## src/verilog/touch_scan_pkg.sv

```systemverilog
/*
 Shared constants and types of the capacitive touch scan controller:
 register offsets, field positions, reset values, sequencer states and carriers.
 Assumes a 32-bit APB register bus with byte addresses.
*/
`default_nettype none
package touch_scan_pkg;
    localparam int ADDR_W = 8;
    // Register byte offsets
    localparam logic [ADDR_W-1:0] OFF_CTRL = 8'h00;
    localparam logic [ADDR_W-1:0] OFF_CHAN = 8'h04;
    localparam logic [ADDR_W-1:0] OFF_TIME = 8'h08;
    localparam logic [ADDR_W-1:0] OFF_PRESET = 8'h0c;
    localparam logic [ADDR_W-1:0] OFF_DEST = 8'h10;
    localparam logic [ADDR_W-1:0] OFF_STATUS = 8'h14;
    localparam logic [ADDR_W-1:0] OFF_COUNT = 8'h18;
    localparam logic [ADDR_W-1:0] OFF_RESULT = 8'h1c;
    // Control register bits
    localparam int CTRL_START = 0;
    localparam int CTRL_INIT = 1;
    localparam int CTRL_SHORT = 2;
    localparam int CTRL_SKIP1 = 3;
    localparam int CTRL_SKIP5 = 4;
    localparam int CTRL_TRIG = 8;
    // Channel register fields
    localparam int CHAN_SEL = 0;
    localparam int CHAN_SCAN = 8;
    localparam int CHAN_ORDER = 9;
    // Timing register fields
    localparam int TIME_CHG = 0;
    localparam int TIME_DIS1 = 8;
    localparam int TIME_DIS2 = 12;
    localparam int TIME_FLT = 16;
    localparam int TIME_SET = 20;
    localparam int TIME_POST = 24;
    // Status and count register fields
    localparam int STAT_SEQ = 0;
    localparam int STAT_OVF = 8;
    localparam int STAT_WEXIT = 9;
    localparam int COUNT_SEC = 16;
    // Reset values and limits
    localparam logic [4:0] PRESET_RST = 5'h07;
    localparam logic [15:0] PRIMARY_LIMIT = 16'h01ff;
    localparam logic [11:0] REC_BYTES = 12'h004;
    // Trigger select encodings
    localparam logic [1:0] TRIG_SW = 2'h0;
    localparam logic [1:0] TRIG_CMP = 2'h2;
    localparam logic [1:0] TRIG_EXT = 2'h3;

    // Sequencer states, numbered from zero in this order
    typedef enum logic [4:0] {
        S_IDLE, S_LOAD, S_CHARGE, S_INIT,
        S_C_DIS1, S_C_DIS2, S_C_FLOAT, S_C_DUMMY, S_C_SETTLE, S_C_MEAS, S_C_JUDGE, S_C_POST,
        S_F_DUMMY, S_F_DIS1, S_F_DIS2, S_F_FLOAT, S_F_DUMMY2, S_F_SETTLE, S_F_MEAS, S_F_JUDGE,
        S_F_CHECK, S_XFER_REQ, S_XFER_GAP, S_NEXT_CH, S_XFER_WAIT, S_DONE
    } seq_state_t;

    // Drive of the three system pins
    typedef struct packed {
        logic charge_o;
        logic charge_oe;
        logic bleed_o;
        logic bleed_oe;
        logic sense_o;
        logic sense_oe;
    } pins_t;

    // One 4-byte result record towards RAM
    typedef struct packed {
        logic [11:0] addr;
        logic [31:0] data;
        logic dma_sel;
    } xfer_t;
endpackage
`default_nettype wire

```

## src/verilog/sync2.sv

```systemverilog
/*
 Two-flop synchroniser for a group of asynchronous levels.
 Assumes each bit is an independent level; no bus coherency.
*/
`timescale 1ns/1ps
`default_nettype none
module sync2
#(
    parameter int W = 1
)
(
    input wire logic clk,
    input wire logic srst,
    input wire logic [W-1:0] d,
    output logic [W-1:0] q
);
    logic [W-1:0] meta_q;

    // First stage feeds only the second
    always_ff @(posedge clk)
    begin
        if (srst)
        begin
            meta_q <= '0;
            q <= '0;
        end
        else
        begin
            meta_q <= d;
            q <= meta_q;
        end
    end
endmodule // sync2
`default_nettype wire

```

## src/verilog/touch_scan_ctrl.sv

```systemverilog
/*
 Capacitive touch scan controller: sequencer, counters, triggers, APB registers.
 Assumes pins, compare flag and trigger pin are asynchronous, while wait_mode,
 transfer acknowledge and completion acknowledge come from the same clock.
*/
// Contract
// - Sequencer walks numbered states upward per channel, then back to start.
// - Stay in coarse phase until sense judged low, then go fine.
// - Charge state: charge pin high, others floating, 1 to 128 cycles.
// - First discharge drives sense low 1 to 16 cycles, skippable.
// - Second discharge drives bleed and sense low 1 to 4 cycles.
// - Float all pins 1 to 8 cycles; optionally close bleed-charge short.
// - After dummy, settle 1 to 16 cycles floating, skippable.
// - Each phase has dummy, measure and judge states, pins floating.
// - After judging, 1 to 16 cycles floating; short opens again.
// - Final fine state: secondary nonzero repeats loop, zero goes to transfer.
// - Channel done raises transfer request, private DMA in wait mode.
// - Loop over selected channels, await transfer, interrupt, back to idle.
// - 16-bit up-only primary counter, 5-bit up/down secondary counter.
// - Secondary starts at preset, fine only, up on low, down on high, capped.
// - Result one at first low; result two when secondary hits zero.
// - Both results go as one 4-byte record from start address onward.
// - System controller while running, private DMA in wait mode.
// - Trigger select 00 software, 10 compare timer, 11 external pin.
// - Compare trigger starts on rising compare-match flag with start set.
// - External trigger starts on falling trigger pin with start set.
// - Single channel by field, or scan ascending or descending over channels 0 to the field, at most 17.
// - Stop after completion or start cleared; counters keep their values.
// - Primary overflow sets error flag and jumps to transfer request.
// - State returns to zero on completion acknowledge or initialize write only.
// - Leaving wait mode mid-measurement sets the wait-exit error flag.
`timescale 1ns/1ps
`default_nettype none
module touch_scan_ctrl
#(
    parameter int NUM_CH = 18
)
(
    input wire logic clk,
    input wire logic srst,
    input wire logic psel,
    input wire logic penable,
    input wire logic pwrite,
    input wire logic [touch_scan_pkg::ADDR_W-1:0] paddr,
    input wire logic [31:0] pwdata,
    output logic [31:0] prdata,
    output logic pready,
    output logic pslverr,
    input wire logic sense_pin_i,
    output touch_scan_pkg::pins_t pins,
    output logic short_on,
    output logic [4:0] channel,
    input wire logic compare_match_flag,
    input wire logic external_trigger_pin,
    input wire logic wait_mode,
    output logic xfer_req,
    output touch_scan_pkg::xfer_t xfer,
    input wire logic xfer_ack,
    output logic scan_done,
    input wire logic scan_done_ack
);
    import touch_scan_pkg::*;

    // Channel index is five bits wide
    if (NUM_CH < 1 || NUM_CH > 32)
    begin : g_bad_num_ch
        $error("NUM_CH must lie in 1..32");
    end

    typedef struct packed {
        seq_state_t st;
        logic [6:0] tmr;
        logic [15:0] prim, res1, res2;
        logic [4:0] sec, ch, chsel, preset;
        logic [1:0] trig;
        logic [27:0] times;
        logic [11:0] dest, xaddr;
        logic [31:0] rdata;
        logic coarse_done, short_on, ovf, wexit, in_wait, start;
        logic short_en, skip1, skip5, scan, order, cmp_prev, ext_prev;
        pins_t pins;
    } core_t;
    core_t q_q, q_d;
    logic [2:0] syn;
    logic sense_hi, trig_hit, wr_acc, step, last_ch;
    logic [4:0] top_ch;
    seq_state_t nxt;

    // Pins and triggers come from outside the clock domain
    sync2 #(.W(3)) u_sync (.clk(clk), .srst(srst), .q(syn),
        .d({sense_pin_i, compare_match_flag, external_trigger_pin}));
    assign sense_hi = syn[2];

    // Known register offsets
    function automatic logic addr_hit(input logic [ADDR_W-1:0] a);
        return a inside {OFF_CTRL, OFF_CHAN, OFF_TIME, OFF_PRESET, OFF_DEST,
                         OFF_STATUS, OFF_COUNT, OFF_RESULT};
    endfunction

    // Length field minus one of each timed state; zero means one cycle
    function automatic logic [6:0] period_len(input core_t c);
        case (c.st)
            S_CHARGE: return c.times[TIME_CHG +: 7];
            S_C_DIS1, S_F_DIS1: return {3'h0, c.times[TIME_DIS1 +: 4]};
            S_C_DIS2, S_F_DIS2: return {5'h00, c.times[TIME_DIS2 +: 2]};
            S_C_FLOAT, S_F_FLOAT: return {4'h0, c.times[TIME_FLT +: 3]};
            S_C_SETTLE, S_F_SETTLE: return {3'h0, c.times[TIME_SET +: 4]};
            S_C_POST, S_F_CHECK: return {3'h0, c.times[TIME_POST +: 4]};
            default: return 7'h00;
        endcase
    endfunction

    // Pin drive per state; every other state floats all three
    function automatic pins_t pin_decode(input seq_state_t s);
        pins_t p;
        p = '0;
        p.charge_o = (s == S_CHARGE);
        p.charge_oe = (s == S_CHARGE);
        p.sense_oe = s inside {S_C_DIS1, S_F_DIS1, S_C_DIS2, S_F_DIS2};
        p.bleed_oe = s inside {S_C_DIS2, S_F_DIS2};
        return p;
    endfunction

    assign top_ch = (5'(NUM_CH - 1) < q_q.chsel) ? 5'(NUM_CH - 1) : q_q.chsel;
    assign last_ch = !q_q.scan || (q_q.order ? (q_q.ch == 5'h00) : (q_q.ch == top_ch));
    assign wr_acc = psel && penable && pwrite;

    // Start condition per trigger select
    always_comb
    begin
        unique case (q_q.trig)
            TRIG_SW: trig_hit = 1'b1;
            TRIG_CMP: trig_hit = syn[1] && !q_q.cmp_prev;
            TRIG_EXT: trig_hit = !syn[0] && q_q.ext_prev;
            default: trig_hit = 1'b0;
        endcase
    end

    // Registers, sequencer and counters; flag sets follow clears so a set wins
    always_comb
    begin
        q_d = q_q;
        q_d.cmp_prev = syn[1];
        q_d.ext_prev = syn[0];
        step = (q_q.tmr == period_len(q_q));
        nxt = seq_state_t'(5'(q_q.st) + 5'h01);
        if (psel && !penable && !pwrite)
        begin
            unique case (paddr)
                OFF_CTRL: q_d.rdata = {22'h0, q_q.trig, 3'h0, q_q.skip5, q_q.skip1, q_q.short_en, 1'b0, q_q.start};
                OFF_CHAN: q_d.rdata = {22'h0, q_q.order, q_q.scan, 3'h0, q_q.chsel};
                OFF_TIME: q_d.rdata = {4'h0, q_q.times};
                OFF_PRESET: q_d.rdata = {27'h0, q_q.preset};
                OFF_DEST: q_d.rdata = {20'h0, q_q.dest};
                OFF_STATUS: q_d.rdata = {22'h0, q_q.wexit, q_q.ovf, 3'h0, 5'(q_q.st)};
                OFF_COUNT: q_d.rdata = {11'h0, q_q.sec, q_q.prim};
                OFF_RESULT: q_d.rdata = {q_q.res2, q_q.res1};
                default: q_d.rdata = 32'h0000_0000;
            endcase
        end
        if (wr_acc)
        begin
            unique case (paddr)
                OFF_CTRL:
                begin
                    q_d.start = pwdata[CTRL_START];
                    q_d.short_en = pwdata[CTRL_SHORT];
                    q_d.skip1 = pwdata[CTRL_SKIP1];
                    q_d.skip5 = pwdata[CTRL_SKIP5];
                    q_d.trig = pwdata[CTRL_TRIG +: 2];
                end
                OFF_CHAN:
                begin
                    q_d.chsel = pwdata[CHAN_SEL +: 5];
                    q_d.scan = pwdata[CHAN_SCAN];
                    q_d.order = pwdata[CHAN_ORDER];
                end
                OFF_TIME: q_d.times = pwdata[27:0];
                OFF_PRESET: q_d.preset = pwdata[4:0];
                OFF_DEST: q_d.dest = pwdata[11:0];
                OFF_STATUS:
                begin
                    q_d.ovf = q_q.ovf && !pwdata[STAT_OVF];
                    q_d.wexit = q_q.wexit && !pwdata[STAT_WEXIT];
                end
                default: ;
            endcase
        end
        // A stopped sequencer freezes state and counters
        if (q_q.st != S_IDLE && !q_q.start)
            step = 1'b0;
        else
        begin
            unique case (q_q.st)
                S_IDLE:
                begin
                    step = q_q.start && trig_hit;
                    q_d.in_wait = wait_mode;
                    q_d.xaddr = q_q.dest;
                    q_d.ch = (q_q.scan && !q_q.order) ? 5'h00 : top_ch;
                end
                S_LOAD:
                begin
                    q_d.prim = 16'h0000;
                    q_d.sec = q_q.preset;
                    q_d.coarse_done = 1'b0;
                end
                S_INIT:
                begin
                    q_d.sec = q_q.preset;
                    nxt = q_q.skip1 ? S_C_DIS2 : S_C_DIS1;
                end
                S_C_FLOAT, S_F_FLOAT:
                    if (q_q.short_en)
                        q_d.short_on = 1'b1;
                S_C_DUMMY, S_F_DUMMY2:
                    if (q_q.skip5)
                        nxt = seq_state_t'(5'(q_q.st) + 5'h02);
                S_C_JUDGE:
                begin
                    if (!sense_hi)
                    begin
                        q_d.res1 = q_q.prim;
                        q_d.coarse_done = 1'b1;
                    end
                    else if (q_q.prim == PRIMARY_LIMIT)
                    begin
                        q_d.ovf = 1'b1;
                        nxt = S_XFER_REQ;
                    end
                    else
                        q_d.prim = q_q.prim + 16'h0001;
                end
                S_C_POST:
                begin
                    if (q_q.short_en)
                        q_d.short_on = 1'b0;
                    if (q_q.coarse_done)
                        nxt = S_F_DUMMY;
                    else
                        nxt = q_q.skip1 ? S_C_DIS2 : S_C_DIS1;
                end
                S_F_DUMMY:
                    nxt = q_q.skip1 ? S_F_DIS2 : S_F_DIS1;
                S_F_JUDGE:
                begin
                    if (!sense_hi)
                    begin
                        if (q_q.sec < q_q.preset)
                            q_d.sec = q_q.sec + 5'h01;
                    end
                    else if (q_q.prim == PRIMARY_LIMIT)
                    begin
                        q_d.ovf = 1'b1;
                        nxt = S_XFER_REQ;
                    end
                    else
                    begin
                        q_d.prim = q_q.prim + 16'h0001;
                        if (q_q.sec != 5'h00)
                            q_d.sec = q_q.sec - 5'h01;
                    end
                end
                S_F_CHECK:
                begin
                    if (q_q.short_en)
                        q_d.short_on = 1'b0;
                    if (q_q.sec == 5'h00)
                        q_d.res2 = q_q.prim;
                    else
                        nxt = q_q.skip1 ? S_F_DIS2 : S_F_DIS1;
                end
                S_XFER_REQ:
                begin
                    step = xfer_ack;
                    q_d.xaddr = xfer_ack ? q_q.xaddr + REC_BYTES : q_q.xaddr;
                end
                S_NEXT_CH:
                begin
                    if (last_ch)
                        nxt = S_XFER_WAIT;
                    else
                    begin
                        nxt = S_LOAD;
                        q_d.ch = q_q.order ? q_q.ch - 5'h01 : q_q.ch + 5'h01;
                    end
                end
                S_DONE:
                begin
                    step = scan_done_ack;
                    nxt = S_IDLE;
                    q_d.start = q_q.start && !scan_done_ack;
                end
                default: ;
            endcase
        end
        // Period timer restarts on each step, holds while idle or stopped
        if (step)
            q_d.st = nxt;
        q_d.tmr = step ? 7'h00 : (q_q.st != S_IDLE && q_q.start) ? q_q.tmr + 7'h01 : q_q.tmr;
        // Initialize write returns the sequencer to zero
        if (wr_acc && paddr == OFF_CTRL && pwdata[CTRL_INIT])
        begin
            q_d.st = S_IDLE;
            q_d.tmr = 7'h00;
            q_d.short_on = 1'b0;
        end
        // Measurement data becomes undefined; software must discard it
        if (q_q.st != S_IDLE && q_q.in_wait && !wait_mode)
            q_d.wexit = 1'b1;
        q_d.pins = pin_decode(q_d.st);
    end

    // All state in one register
    always_ff @(posedge clk)
    begin
        if (srst)
        begin
            q_q <= '0;
            q_q.st <= S_IDLE;
            q_q.preset <= PRESET_RST;
            q_q.sec <= PRESET_RST;
        end
        else
            q_q <= q_d;
    end

    // Zero-wait slave; read data latched in the setup cycle
    assign pready = 1'b1;
    assign pslverr = psel && penable && !addr_hit(paddr);
    assign prdata = q_q.rdata;
    assign pins = q_q.pins;
    assign short_on = q_q.short_on;
    assign channel = q_q.ch;
    assign xfer_req = (q_q.st == S_XFER_REQ) && q_q.start;
    assign xfer = '{addr: q_q.xaddr, data: {q_q.res2, q_q.res1}, dma_sel: q_q.in_wait};
    assign scan_done = (q_q.st == S_DONE);
endmodule // touch_scan_ctrl
`default_nettype wire

```

## config.mk

```make
export PLATFORM = sky130hd
export DESIGN_NAME = touch_scan_ctrl
export DESIGN_NICKNAME = d
export VERILOG_FILES = /design/src/verilog/touch_scan_pkg.sv /design/src/verilog/sync2.sv /design/src/verilog/touch_scan_ctrl.sv
export SDC_FILE = /design/constraint.sdc
export NUM_CORES = 1
export LEC_CHECK = 0
export BUFFER_PORTS_ARGS = -buffer_cell sky130_fd_sc_hd__buf_2
export CAP_MARGIN = 20
export CORE_ASPECT_RATIO = 0.7
export CORE_UTILIZATION = 50
export DETAILED_ROUTE_END_ITERATION = 12
export GPL_TIMING_DRIVEN = 0
export PLACE_DENSITY = 0.71
export SLEW_MARGIN = 20
export SYNTH_ARGS = -nofsm -noshare
export SYNTH_HDL_FRONTEND = slang
export SYNTH_SLANG_ARGS = --single-unit
```

## constraint.sdc

```tcl
create_clock -name clk -period 4.1 [get_ports clk]
set_input_delay 0.82 -clock clk [delete_from_list [all_inputs] [get_ports clk]]
set_output_delay 0.82 -clock clk [all_outputs]
set_load 0.05 [all_outputs]
```

Word level (Yosys, flattened, before mapping). Cells that the tools add are included. W data, S select, Z words.

Register bits after elaboration: 190. Bits in latches: 0. Input bits: 51. Memories kept: 0. RAM bits: 0. Word-level logic and storage cells: 222. Output and inout bits: 93. ROM bits: 0.

Divide/modulo/power cells: 0. Magnitude comparators: 2. Equality and inequality tests: 48. Reductions and logical operators: 75. $mul: 0. Add/sub/neg operators: 9. Bitwise logic cells: 2. Shift-type cells: 0. Multiplexer cells: 52.

Operators with widths (number): $pmux W32 S8 (1); $mux W5 (15); $eq A5 B4 Y1 const B (9); $pmux W7 S6 (1); $pmux W5 S8 (1); $eq A5 B5 Y1 const B (7); $eq A8 B5 Y1 const B (4); $mux W16 (2); $pmux W16 S2 (1); $eq A5 B3 Y1 const B (6); $mux W12 (2); $pmux W12 S2 (1); $pmux W5 S2 (2); $logic_and A1 B1 Y1 (19); $reduce_bool A2 Y1 (9); $reduce_or A2 Y1 (9); $add A16 B1 Y16 const B (1); $eq A16 B9 Y1 const B (1); $eq A8 B4 Y1 const B (2); $add A5 B1 Y5 const B (3); $eq A5 B2 Y1 const B (3); $logic_not A5 Y1 (3); $reduce_and A3 Y1 (5); $mux W7 (2); other kinds (33) (79).

Longest topological paths before layout. Gate-level depths: netlist of run 1.

Depth after elaboration: 12. Mapped depth: 14. Depth with buffers taken out: 11.

By module. From an unflattened synthesis of run 1, not the netlist that was laid out.

Cells, all modules: 1293. Area total of the unflattened synthesis: 9989.6 um^2.

By module, submodules not included: touch_scan_ctrl (cells an instance 1281, area each 9831.9 um^2, instances 1, sequential area each 3643.5 um^2); sync2 (cells an instance 12, area each 157.7 um^2, instances 1, sequential area each 120.1 um^2).

Least setup slack after synthesis of run 1. Ideal clock, no wire load.

Path type: input to register. Start: input paddr[0] (netlist name). End: register q_q, in the netlist pins[4]. Required time: 4.031 ns. Cell stages on the path: 8. Buffers on the path: 1. Setup time: 0.069 ns. Slack: 1.110 ns. Arrival: 2.921 ns. Cell sequence: or4_4 > nor4b_4 > and2_1 > buf_6 > a221oi_1 > a31o_1 > or4b_1 > o21ai_1.

Longest elaborated chain between the ends: 5.

RTL lines: start, declared (line touch_scan_ctrl.sv:44) `input wire logic [touch_scan_pkg::ADDR_W-1:0] paddr,`; $logic_not A8 Y1 (line touch_scan_ctrl.sv:302) `if (wr_acc && paddr == OFF_CTRL && pwdata[CTRL_INIT])`; $logic_and A1 B1 Y1 (2 in series) (line touch_scan_ctrl.sv:302); $mux W12 (line touch_scan_ctrl.sv:302); $eq A5 B2 Y1 (line touch_scan_ctrl.sv:118) `p.charge_oe = (s == S_CHARGE);`; end signal, assigned (line touch_scan_ctrl.sv:325) `q_q <= q_d;`; end, declared (line touch_scan_ctrl.sv:83) `core_t q_q, q_d;`.

No other way between the ends. A chain may end at the register's enable or synchronous reset.

Final worst setup path of run 1.
Start: register q_q[180] (netlist name). End: register q_q, in the netlist pins[2].

Longest elaborated chain between the ends: 10. Elaborated cells between the ends (all ways): 47. Classes of those cells: add/sub (2); eq/ne (23); mux (11); reduce/logical (11).

RTL lines: $eq A5 B5 Y1 (tied with other cells) (line touch_scan_ctrl.sv:102, touch_scan_ctrl.sv:194); $reduce_or A2 Y1, on equally long branches; $pmux W7 S6 (line touch_scan_ctrl.sv:102) `case (c.st)`; $eq A7 B7 Y1 (line touch_scan_ctrl.sv:145) `step = (q_q.tmr == period_len(q_q));`; $pmux W1 S3 (line touch_scan_ctrl.sv:194) `unique case (q_q.st)`; $mux W1 (line touch_scan_ctrl.sv:190) `if (q_q.st != S_IDLE && !q_q.start)`; $mux W5 * (line touch_scan_ctrl.sv:298) `if (step)`; $mux W12 * (line touch_scan_ctrl.sv:302); $eq A5 B3 Y1 or $eq A5 B4 Y1 (tied branches) (line touch_scan_ctrl.sv:120) `p.bleed_oe = s inside {S_C_DIS2, S_F_DIS2};`; $reduce_bool A2 Y1 * (line touch_scan_ctrl.sv:120).

Every way passes the cells marked *; elsewhere a longest branch is shown, timed or not.

==> results of run 1 <==
routing by layer:
metal	track usage (%)	wire length [um]	vias up
met1	51.1	15700	4819
met4	9.29	653	0
met3	11.3	4640	53
met5	0	0	-
met2	46.5	14200	590
li1	-	-	4778
worst max-delay path, cell delays in order (launching register included):
cell and delay, ns:
dfxtp_1 0.37, clkbuf_1 0.42, inv_1 0.27, ha_1 0.39, nand4b_1 0.40, o31ai_2 0.25
a21oi_1 0.34, a31oi_1 0.13, nor4_1 0.37, a41oi_2 0.28, nand2_2 0.24, nor3_1 0.10
a22o_1 0.25
final timing paths:
path | slack [ns] | cells past startpoint | end
setup reg to reg | 0.20 | 12 | pins[2]
hold / removal | 0.44 | 1 | u_sync.q[0]
setup / recovery | 0.20 | 12 | pins[2]
hold reg to reg | 0.44 | 1 | u_sync.q[0]
metrics by stage:
step	cells	area [um^2]
finish	1747	11700
global route	1747	11700
floorplan	1310	10100
CTS	1747	11700
global placement	1715	11100
detailed placement	1715	11100
sequential cells by signal, indices dropped and copies added, names as in the netlist:
name,cells
channel,5
pins,3
prdata,32
q_q,96
short_on,1
u_sync.meta_q,3
u_sync.q,3
xfer,45
synthesized netlist by cell type (4+ instances only):
cell type / instances / area share (%)
a211o_1: 5 / 0.43
a211oi_1: 16 / 1.2
a21o_1: 9 / 0.67
a21oi_1: 182 / 9.0
a221oi_1: 9 / 0.78
a222oi_1: 6 / 0.60
a22o_1: 8 / 0.69
a22oi_1: 38 / 2.8
a31oi_1: 14 / 0.87
and2_1: 9 / 0.56
and3_1: 14 / 0.87
and4_1: 5 / 0.43
buf_2: 6 / 0.30
buf_4: 90 / 6.7
buf_6: 4 / 0.45
clkbuf_1: 64 / 2.4
dfxtp_1: 188 / 37
ha_1: 19 / 2.4
inv_1: 24 / 0.89
mux2_2: 4 / 0.45
mux2i_1: 6 / 0.60
nand2_1: 243 / 9.0
nand2b_1: 16 / 0.99
nand3_1: 37 / 1.8
nand3b_1: 5 / 0.37
nand4_1: 9 / 0.56
nor2_1: 109 / 4.1
nor2b_1: 14 / 0.87
nor3_1: 10 / 0.50
nor4_1: 5 / 0.31
o21ai_0: 26 / 1.3
o22ai_1: 8 / 0.50
or2_2: 4 / 0.25
or3_1: 9 / 0.56
xnor2_1: 14 / 1.2
xor2_1: 19 / 1.6
logic make-up after synthesis:
| kind of cell | after synthesis | synth area share (%) |
|---|---|---|
| and+or+nand+nor | 512 | 23.4 |
| muxes | 10 | 1.04 |
| AOI/OAI and AO/OA | 351 | 21.8 |
| buffers and inverters | 192 | 10.9 |
| DFF | 188 | 37.3 |
| other | 2 | 0.0744 |
| xor gates and xnor gates | 33 | 2.86 |
| adders and majority gates | 21 | 2.75 |
cell type report:
cell class / instances / area share [%]
Multi-Input combinational cell: 930 / 44.7
Inverter: 25 / 0.800
Buffer: 167 / 8.55
Clock buffer: 17 / 3.63
Clock inverter: 15 / 1.62
Timing Repair Buffer: 135 / 5.76
Sequential cell: 188 / 32.1
Tap cell: 270 / 2.88
where the power goes:
| group | total [mW] | switching, mW | internal (mW) |
|---|---|---|---|
| Combinational | 0.138 | 0.103 | 0.0352 |
| Clock | 1.70 | 0.871 | 0.833 |
| Sequential | 1.83 | 0.00327 | 1.83 |
==> flow_results.xml, run 1 <==
<?xml version="1.0" encoding="UTF-8"?>
<metrics>
  <group name="run_status">
    <metric name="outcome" unit="">completed</metric>
  </group>
  <group name="floorplan">
    <metric name="die_height" unit="um">121</metric>
    <metric name="die_width" unit="um">172</metric>
    <metric name="die_area" unit="um^2">20800</metric>
    <metric name="top_level_ports" unit="">144</metric>
    <metric name="core_area" unit="um^2">19800</metric>
    <metric name="num_rows" unit="">43</metric>
    <metric name="initial_core_util" unit="%">51.0</metric>
  </group>
  <group name="timing">
    <metric name="tightestPinTransition" unit="ns">0.987</metric>
    <metric name="hold_viol_final" unit="">0</metric>
    <metric name="final.setup.worst_slack" unit="ns">0.199</metric>
    <metric name="setup-violations-final" unit="">0</metric>
    <metric name="maxSlewViolCount" unit="">0</metric>
    <metric name="final_min_period_over_clock_period" unit="%">95.1</metric>
    <metric name="finClkSkew" unit="ns">0.0217</metric>
    <metric name="hold-worst-slack" unit="ns">0.443</metric>
    <metric name="tns" unit="ns">0</metric>
    <metric name="timing.final.crit_period" unit="ns">3.90</metric>
    <metric name="grt_setup_unrepaired" unit="">false</metric>
    <metric name="highest_achievable_clock_rate" unit="MHz">256</metric>
    <metric name="relative_slew_slack" unit="%">34.2</metric>
  </group>
  <group name="place">
    <metric name="port_buffers" unit="">135</metric>
    <metric name="place.gp.congestion" unit="">0.963</metric>
    <metric name="place_worst_setup_slack" unit="ns">0.230</metric>
    <metric name="detailedPlacementHpwl" unit="um">26900</metric>
  </group>
  <group name="clock_tree">
    <metric name="tritoncts_clock_tree" unit="">built</metric>
    <metric name="cts.repair_timing.setup_buffer_count" unit="">0</metric>
    <metric name="cts.repair.resized" unit="">0</metric>
    <metric name="clkSinkCount" unit="">188</metric>
    <metric name="ctsLongestPathBuffers" unit="">2</metric>
    <metric name="hold_buffers" unit="">0</metric>
    <metric name="clock_latency" unit="ns">0.45</metric>
    <metric name="path_clk_slew" unit="ns">0.08</metric>
    <metric name="clock-root-buffer" unit="">clkbuf_16</metric>
    <metric name="numCtsBuffers" unit="">17</metric>
    <metric name="cts_htree_levels" unit="">4</metric>
  </group>
  <group name="final_layout">
    <metric name="regArea" unit="um^2">3760</metric>
    <metric name="final_cell_utilization_of_the_core" unit="%">59.2</metric>
    <metric name="multi_input_area" unit="um^2">5240</metric>
    <metric name="filler_cell_count" unit="">1873</metric>
    <metric name="area_growth" unit="%">16.2</metric>
    <metric name="most-common-layout-cells" unit="">nand2_1 (243), dfxtp_1 (188), a21oi_1 (182)</metric>
    <metric name="mostFrequentLayoutCell" unit="">nand2_1</metric>
    <metric name="layout.nets" unit="">1536</metric>
    <metric name="antennaDiodeCount" unit="">0</metric>
    <metric name="final_layout_size_suffix_gt1_share" unit="%">19.7</metric>
  </group>
  <group name="synthesis">
    <metric name="dominantRegCellSynth" unit="">dfxtp_1</metric>
    <metric name="synth_enable_flop_cells" unit="">0</metric>
    <metric name="synth.yosys.seq_area_share" unit="%">37.3</metric>
    <metric name="synth_area" unit="um^2">10100</metric>
    <metric name="yosysUniqueCellTypes" unit="">79</metric>
    <metric name="netlist_instances" unit="">1309</metric>
    <metric name="synth.ff_latch_count" unit="">188</metric>
    <metric name="syn_area_per_cell" unit="um^2">7.71</metric>
    <metric name="yosys_warnings" unit="">0</metric>
    <metric name="share_of_flip_flops_with_an_asynchronous_set_or_reset" unit="%">0</metric>
  </group>
  <group name="hold_path">
    <metric name="holdCritPathClass" unit="">register to register</metric>
    <metric name="hold_start" unit="">u_sync.meta_q[0]</metric>
  </group>
  <group name="setup_path">
    <metric name="worstPathArrival" unit="ns">4.25</metric>
    <metric name="required" unit="ns">4.45</metric>
    <metric name="critical_path_class" unit="">register to register</metric>
    <metric name="critical_path.startpoint" unit="">q_q[180]</metric>
    <metric name="startpoint_type" unit="">register</metric>
    <metric name="r2r_start" unit="">q_q[180]</metric>
    <metric name="crit_fanout" unit="">9</metric>
    <metric name="cp-end-kind" unit="">register</metric>
  </group>
  <group name="routing">
    <metric name="routed-via-count" unit="">10200</metric>
    <metric name="antenna_left" unit="">0</metric>
    <metric name="post_drt_via_cell_ratio" unit="">5.86</metric>
    <metric name="drcViolationCount" unit="">0</metric>
    <metric name="detail_route.wl_per_cell" unit="um">20.2</metric>
    <metric name="drtIter0Drc" unit="">1345</metric>
    <metric name="wirelength" unit="um">35200</metric>
    <metric name="drt-pass1-iter-count" unit="">7</metric>
  </group>
  <group name="grt">
    <metric name="grt.overflow.total" unit="">0</metric>
    <metric name="grt_first_pass_wirelength" unit="um">52800</metric>
    <metric name="grt_max_degree" unit="">22</metric>
    <metric name="grt_antenna_before_repair" unit="">0</metric>
    <metric name="grt.total_usage" unit="%">34.4</metric>
    <metric name="first_global_vias" unit="">9053</metric>
  </group>
  <group name="run">
    <metric name="drv_cap" unit="">0</metric>
  </group>
  <group name="power">
    <metric name="pwr_total" unit="mW">3.67</metric>
    <metric name="power.density_cell_area" unit="nW/um^2">313</metric>
    <metric name="p_leak" unit="nW">4.62</metric>
    <metric name="vdd_drop_max" unit="mV">0.269</metric>
  </group>
</metrics>
(Power assumes the default switching activity.)
==> inputs of run 2 (changes only) <==
CTS_CLUSTER_SIZE = 16   (was default)
SYNTH_HIERARCHICAL = 1   (was default)
==> run 2 against run 1 <==
- worst hold slack got worse by 0.0022 ns
- final cell count shrank 1.3%
- fmax fell by 0.96%
- synthesized cell count is 1.2% lower
- global-route usage is 0.78 points lower
- total power grew 4.0%
- non-clock buffer count up 4
- clock-buffer cell count grew 3
- critical path depth stayed put
- utilization increased by 1.3 points
==> flow_results.xml, run 2 <==
<?xml version="1.0" encoding="UTF-8"?>
<metrics>
  <group name="run_status">
    <metric name="outcome" unit="">completed</metric>
  </group>
  <group name="floorplan">
    <metric name="core_area" unit="um^2">19200</metric>
    <metric name="die_width" unit="um">171</metric>
    <metric name="num_rows" unit="">42</metric>
    <metric name="initial_core_util" unit="%">51.9</metric>
    <metric name="die_area" unit="um^2">20600</metric>
    <metric name="die_height" unit="um">120</metric>
    <metric name="top_level_ports" unit="">144</metric>
  </group>
  <group name="synthesis">
    <metric name="synth.yosys.seq_area_share" unit="%">37.7</metric>
    <metric name="synthXorXnorAreaFrac" unit="%">3.16</metric>
    <metric name="synth_area" unit="um^2">9990</metric>
    <metric name="ys_top_cells_by_count" unit="">nand2_1 (249), dfxtp_1 (188), a21oi_1 (165)</metric>
    <metric name="synth_top_cells_by_area" unit="">dfxtp_1 (38%), nand2_1 (9.4%), a21oi_1 (8.3%), buf_4 (7.0%), nor2_1 (4.1%)</metric>
    <metric name="netlist_instances" unit="">1293</metric>
    <metric name="post-synth-top-area-cell" unit="">dfxtp_1</metric>
    <metric name="synth_simple_gate_area_share" unit="%">22.5</metric>
    <metric name="synth_enable_flop_cells" unit="">0</metric>
    <metric name="share_of_flip_flops_with_an_asynchronous_set_or_reset" unit="%">0</metric>
    <metric name="synth.most_common_cell" unit="">nand2_1</metric>
    <metric name="syn_area_per_cell" unit="um^2">7.73</metric>
    <metric name="yosysUniqueCellTypes" unit="">71</metric>
    <metric name="dominantRegCellSynth" unit="">dfxtp_1</metric>
    <metric name="main_combinational_cell_family_by_area_after_synthesis" unit="">simple AND/OR/NAND/NOR gates</metric>
    <metric name="synth-compound-area-share" unit="%">21.2</metric>
    <metric name="yosysTopAreaCellShare" unit="%">37.7</metric>
    <metric name="yosys_warnings" unit="">6</metric>
    <metric name="adder_cell_fraction_of_synth_area" unit="%">2.78</metric>
    <metric name="synth.mux.area_fraction" unit="%">1.43</metric>
    <metric name="synth.ff_latch_count" unit="">188</metric>
  </group>
  <group name="run">
    <metric name="drv_cap" unit="">0</metric>
  </group>
  <group name="routing">
    <metric name="post_drt_via_cell_ratio" unit="">6.01</metric>
    <metric name="routed-via-count" unit="">10400</metric>
    <metric name="wirelength" unit="um">34100</metric>
    <metric name="drtIter0Drc" unit="">1515</metric>
    <metric name="antenna_left" unit="">0</metric>
    <metric name="detail_route.wl_per_cell" unit="um">19.8</metric>
    <metric name="drcViolationCount" unit="">0</metric>
    <metric name="drt-pass1-iter-count" unit="">6</metric>
  </group>
  <group name="grt">
    <metric name="first_global_vias" unit="">8936</metric>
    <metric name="grt_first_pass_wirelength" unit="um">51600</metric>
    <metric name="grt_max_degree" unit="">17</metric>
    <metric name="grt.overflow.total" unit="">0</metric>
    <metric name="grt.total_usage" unit="%">33.6</metric>
    <metric name="grt_antenna_before_repair" unit="">0</metric>
  </group>
  <group name="setup_path">
    <metric name="crit_path_cell_trace" unit="">inv_1 -&gt; ha_1 -&gt; clkbuf_1 -&gt; nand4b_1 -&gt; o31ai_2 -&gt; a222oi_1 -&gt; nand2_1 -&gt; xor2_1 -&gt; nor4b_2 -&gt; a22o_2 -&gt; mux2_2 -&gt; a2111oi_2</metric>
    <metric name="startpoint_type" unit="">register</metric>
    <metric name="critical_path.reg2reg.endpoint" unit="">pins[0]</metric>
    <metric name="path_delay_family" unit="">compound AO/OA/AOI/OAI gates</metric>
    <metric name="critical_path.n_buffers_inverters" unit="">2</metric>
    <metric name="required" unit="ns">4.45</metric>
    <metric name="r2r_start" unit="">q_q[181]</metric>
    <metric name="worstPathArrival" unit="ns">4.28</metric>
    <metric name="critical_path.startpoint" unit="">q_q[181]</metric>
    <metric name="cell_with_the_largest_stage_delay_on_the_worst_path" unit="">dfxtp_1</metric>
    <metric name="r2r_cells" unit="">12</metric>
    <metric name="reg2reg_slack" unit="ns">0.16</metric>
    <metric name="critical_path_class" unit="">register to register</metric>
    <metric name="cpPeakStageDelay" unit="ns">0.62</metric>
    <metric name="cp-end-kind" unit="">register</metric>
    <metric name="crit_fanout" unit="">10</metric>
  </group>
  <group name="clock_tree">
    <metric name="path_clk_slew" unit="ns">0.07</metric>
    <metric name="tritoncts_clock_tree" unit="">built</metric>
    <metric name="clock_latency" unit="ns">0.45</metric>
    <metric name="numCtsBuffers" unit="">17</metric>
    <metric name="ctsLongestPathBuffers" unit="">2</metric>
    <metric name="cts_htree_levels" unit="">4</metric>
    <metric name="clkSinkCount" unit="">188</metric>
    <metric name="clock-root-buffer" unit="">clkbuf_16</metric>
    <metric name="cts.repair_timing.setup_buffer_count" unit="">0</metric>
  </group>
  <group name="final_layout">
    <metric name="largest_reg_flops" unit="">96</metric>
    <metric name="layout.nets" unit="">1520</metric>
    <metric name="most-common-layout-cells" unit="">nand2_1 (249), dfxtp_1 (188), a21oi_1 (165)</metric>
    <metric name="max_flop_register" unit="">q_q</metric>
    <metric name="area_growth" unit="%">16.6</metric>
    <metric name="mostFrequentLayoutCell" unit="">nand2_1</metric>
    <metric name="antennaDiodeCount" unit="">0</metric>
    <metric name="final_layout_size_suffix_gt1_share" unit="%">19.4</metric>
  </group>
  <group name="place">
    <metric name="detailedPlacementHpwl" unit="um">26100</metric>
    <metric name="port_buffers" unit="">135</metric>
    <metric name="place.gp.congestion" unit="">0.969</metric>
  </group>
  <group name="power">
    <metric name="pwr_total" unit="mW">3.82</metric>
    <metric name="power.density_cell_area" unit="nW/um^2">328</metric>
    <metric name="p_leak" unit="nW">4.59</metric>
    <metric name="vdd_drop_max" unit="mV">0.287</metric>
  </group>
  <group name="timing">
    <metric name="tns" unit="ns">0</metric>
    <metric name="relative_slew_slack" unit="%">21.7</metric>
    <metric name="hold-worst-slack" unit="ns">0.441</metric>
    <metric name="final_min_period_over_clock_period" unit="%">96.1</metric>
    <metric name="finClkSkew" unit="ns">0.00972</metric>
    <metric name="hold_viol_final" unit="">0</metric>
    <metric name="setup-violations-final" unit="">0</metric>
    <metric name="maxSlewViolCount" unit="">0</metric>
    <metric name="grt_setup_unrepaired" unit="">false</metric>
    <metric name="timing.final.crit_period" unit="ns">3.94</metric>
    <metric name="highest_achievable_clock_rate" unit="MHz">254</metric>
    <metric name="tightestPinTransition" unit="ns">1.17</metric>
  </group>
  <group name="hold_path">
    <metric name="hold_start" unit="">u_sync/meta_q[1]</metric>
    <metric name="min_to" unit="">u_sync/q[1]</metric>
    <metric name="worst_hold_path.num_cells" unit="">1</metric>
    <metric name="holdCritPathClass" unit="">register to register</metric>
  </group>
</metrics>
## run 2: changes by cell type after synthesis, sizes merged, moves of 6 or more
cell   change
nand3      -6
nor3      +10
mux2i      +6
a22oi      +8
a21oi     -17
## run 2: layout make-up
class | instances | area [um^2]
plain buffers | 171 | 1020
clock buffers | 20 | 467
clock inverters | 12 | 181
fillers | 1850 | 7580
inverters | 25 | 93.8
multi-input cells | 910 | 5110
flip-flops and latches | 188 | 3760
well taps | 264 | 330
repair buffers | 135 | 676
## run 2: power by group
group | total (mW) | internal [mW] | switching (mW)
clock network | 1.85 | 1.08 | 0.777
registers | 1.83 | 1.83 | 0.00327
logic | 0.133 | 0.0352 | 0.0976
total | 3.82 | 2.94 | 0.878
## run 2: repair_timing
item	4_1_cts	5_1_grt
hold buffers	0	0
endpoints found under the setup margin	0	8
endpoints found under the hold margin	0	0
gates resized for setup	0	2
## run 2: per-stage QoR
stage / std cells / utilization, % / worst slack (ns) / area [um^2]
2_1_floorplan: 1294 / - / 0.841 / 9990
3_3_place_gp: 1693 / 57.2 / 0.131 / 11000
3_5_place_dp: 1693 / 57.2 / 0.139 / 11000
4_1_cts: 1725 / 60.6 / 0.110 / 11600
5_1_grt: 1725 / 60.6 / 0.0142 / 11600
6_report: 1725 / 60.6 / 0.162 / 11600
## run 2: cell families (layout without fill, tap and decap cells)
group / Yosys count / after routing
buffers and inverters: 196 / 363
DFF: 188 / 188
and+or+nand+nor: 502 / 502
muxes: 14 / 14
adders and majority gates: 21 / 21
other: 2 / 3
xor gates and xnor gates: 36 / 36
AOI/OAI and AO/OA: 334 / 334
## run 2: worst max-delay path by stage
stage / to / cells after the start
floorplan: pins[0] / 11
global placement: pins[0] / 13
detailed placement: pins[0] / 13
CTS: pins[0] / 13
global route: pins[0] / 12
finish: pins[0] / 12
## run 2: layer usage
layer | wire [um] | GRT usage, % | up-vias
met3 | 4330 | 10.1 | 49
li1 | - | - | 4733
met4 | 553 | 8.04 | 0
met1 | 15100 | 49.0 | 4977
met5 | 0 | 0 | -
met2 | 14200 | 47.8 | 615
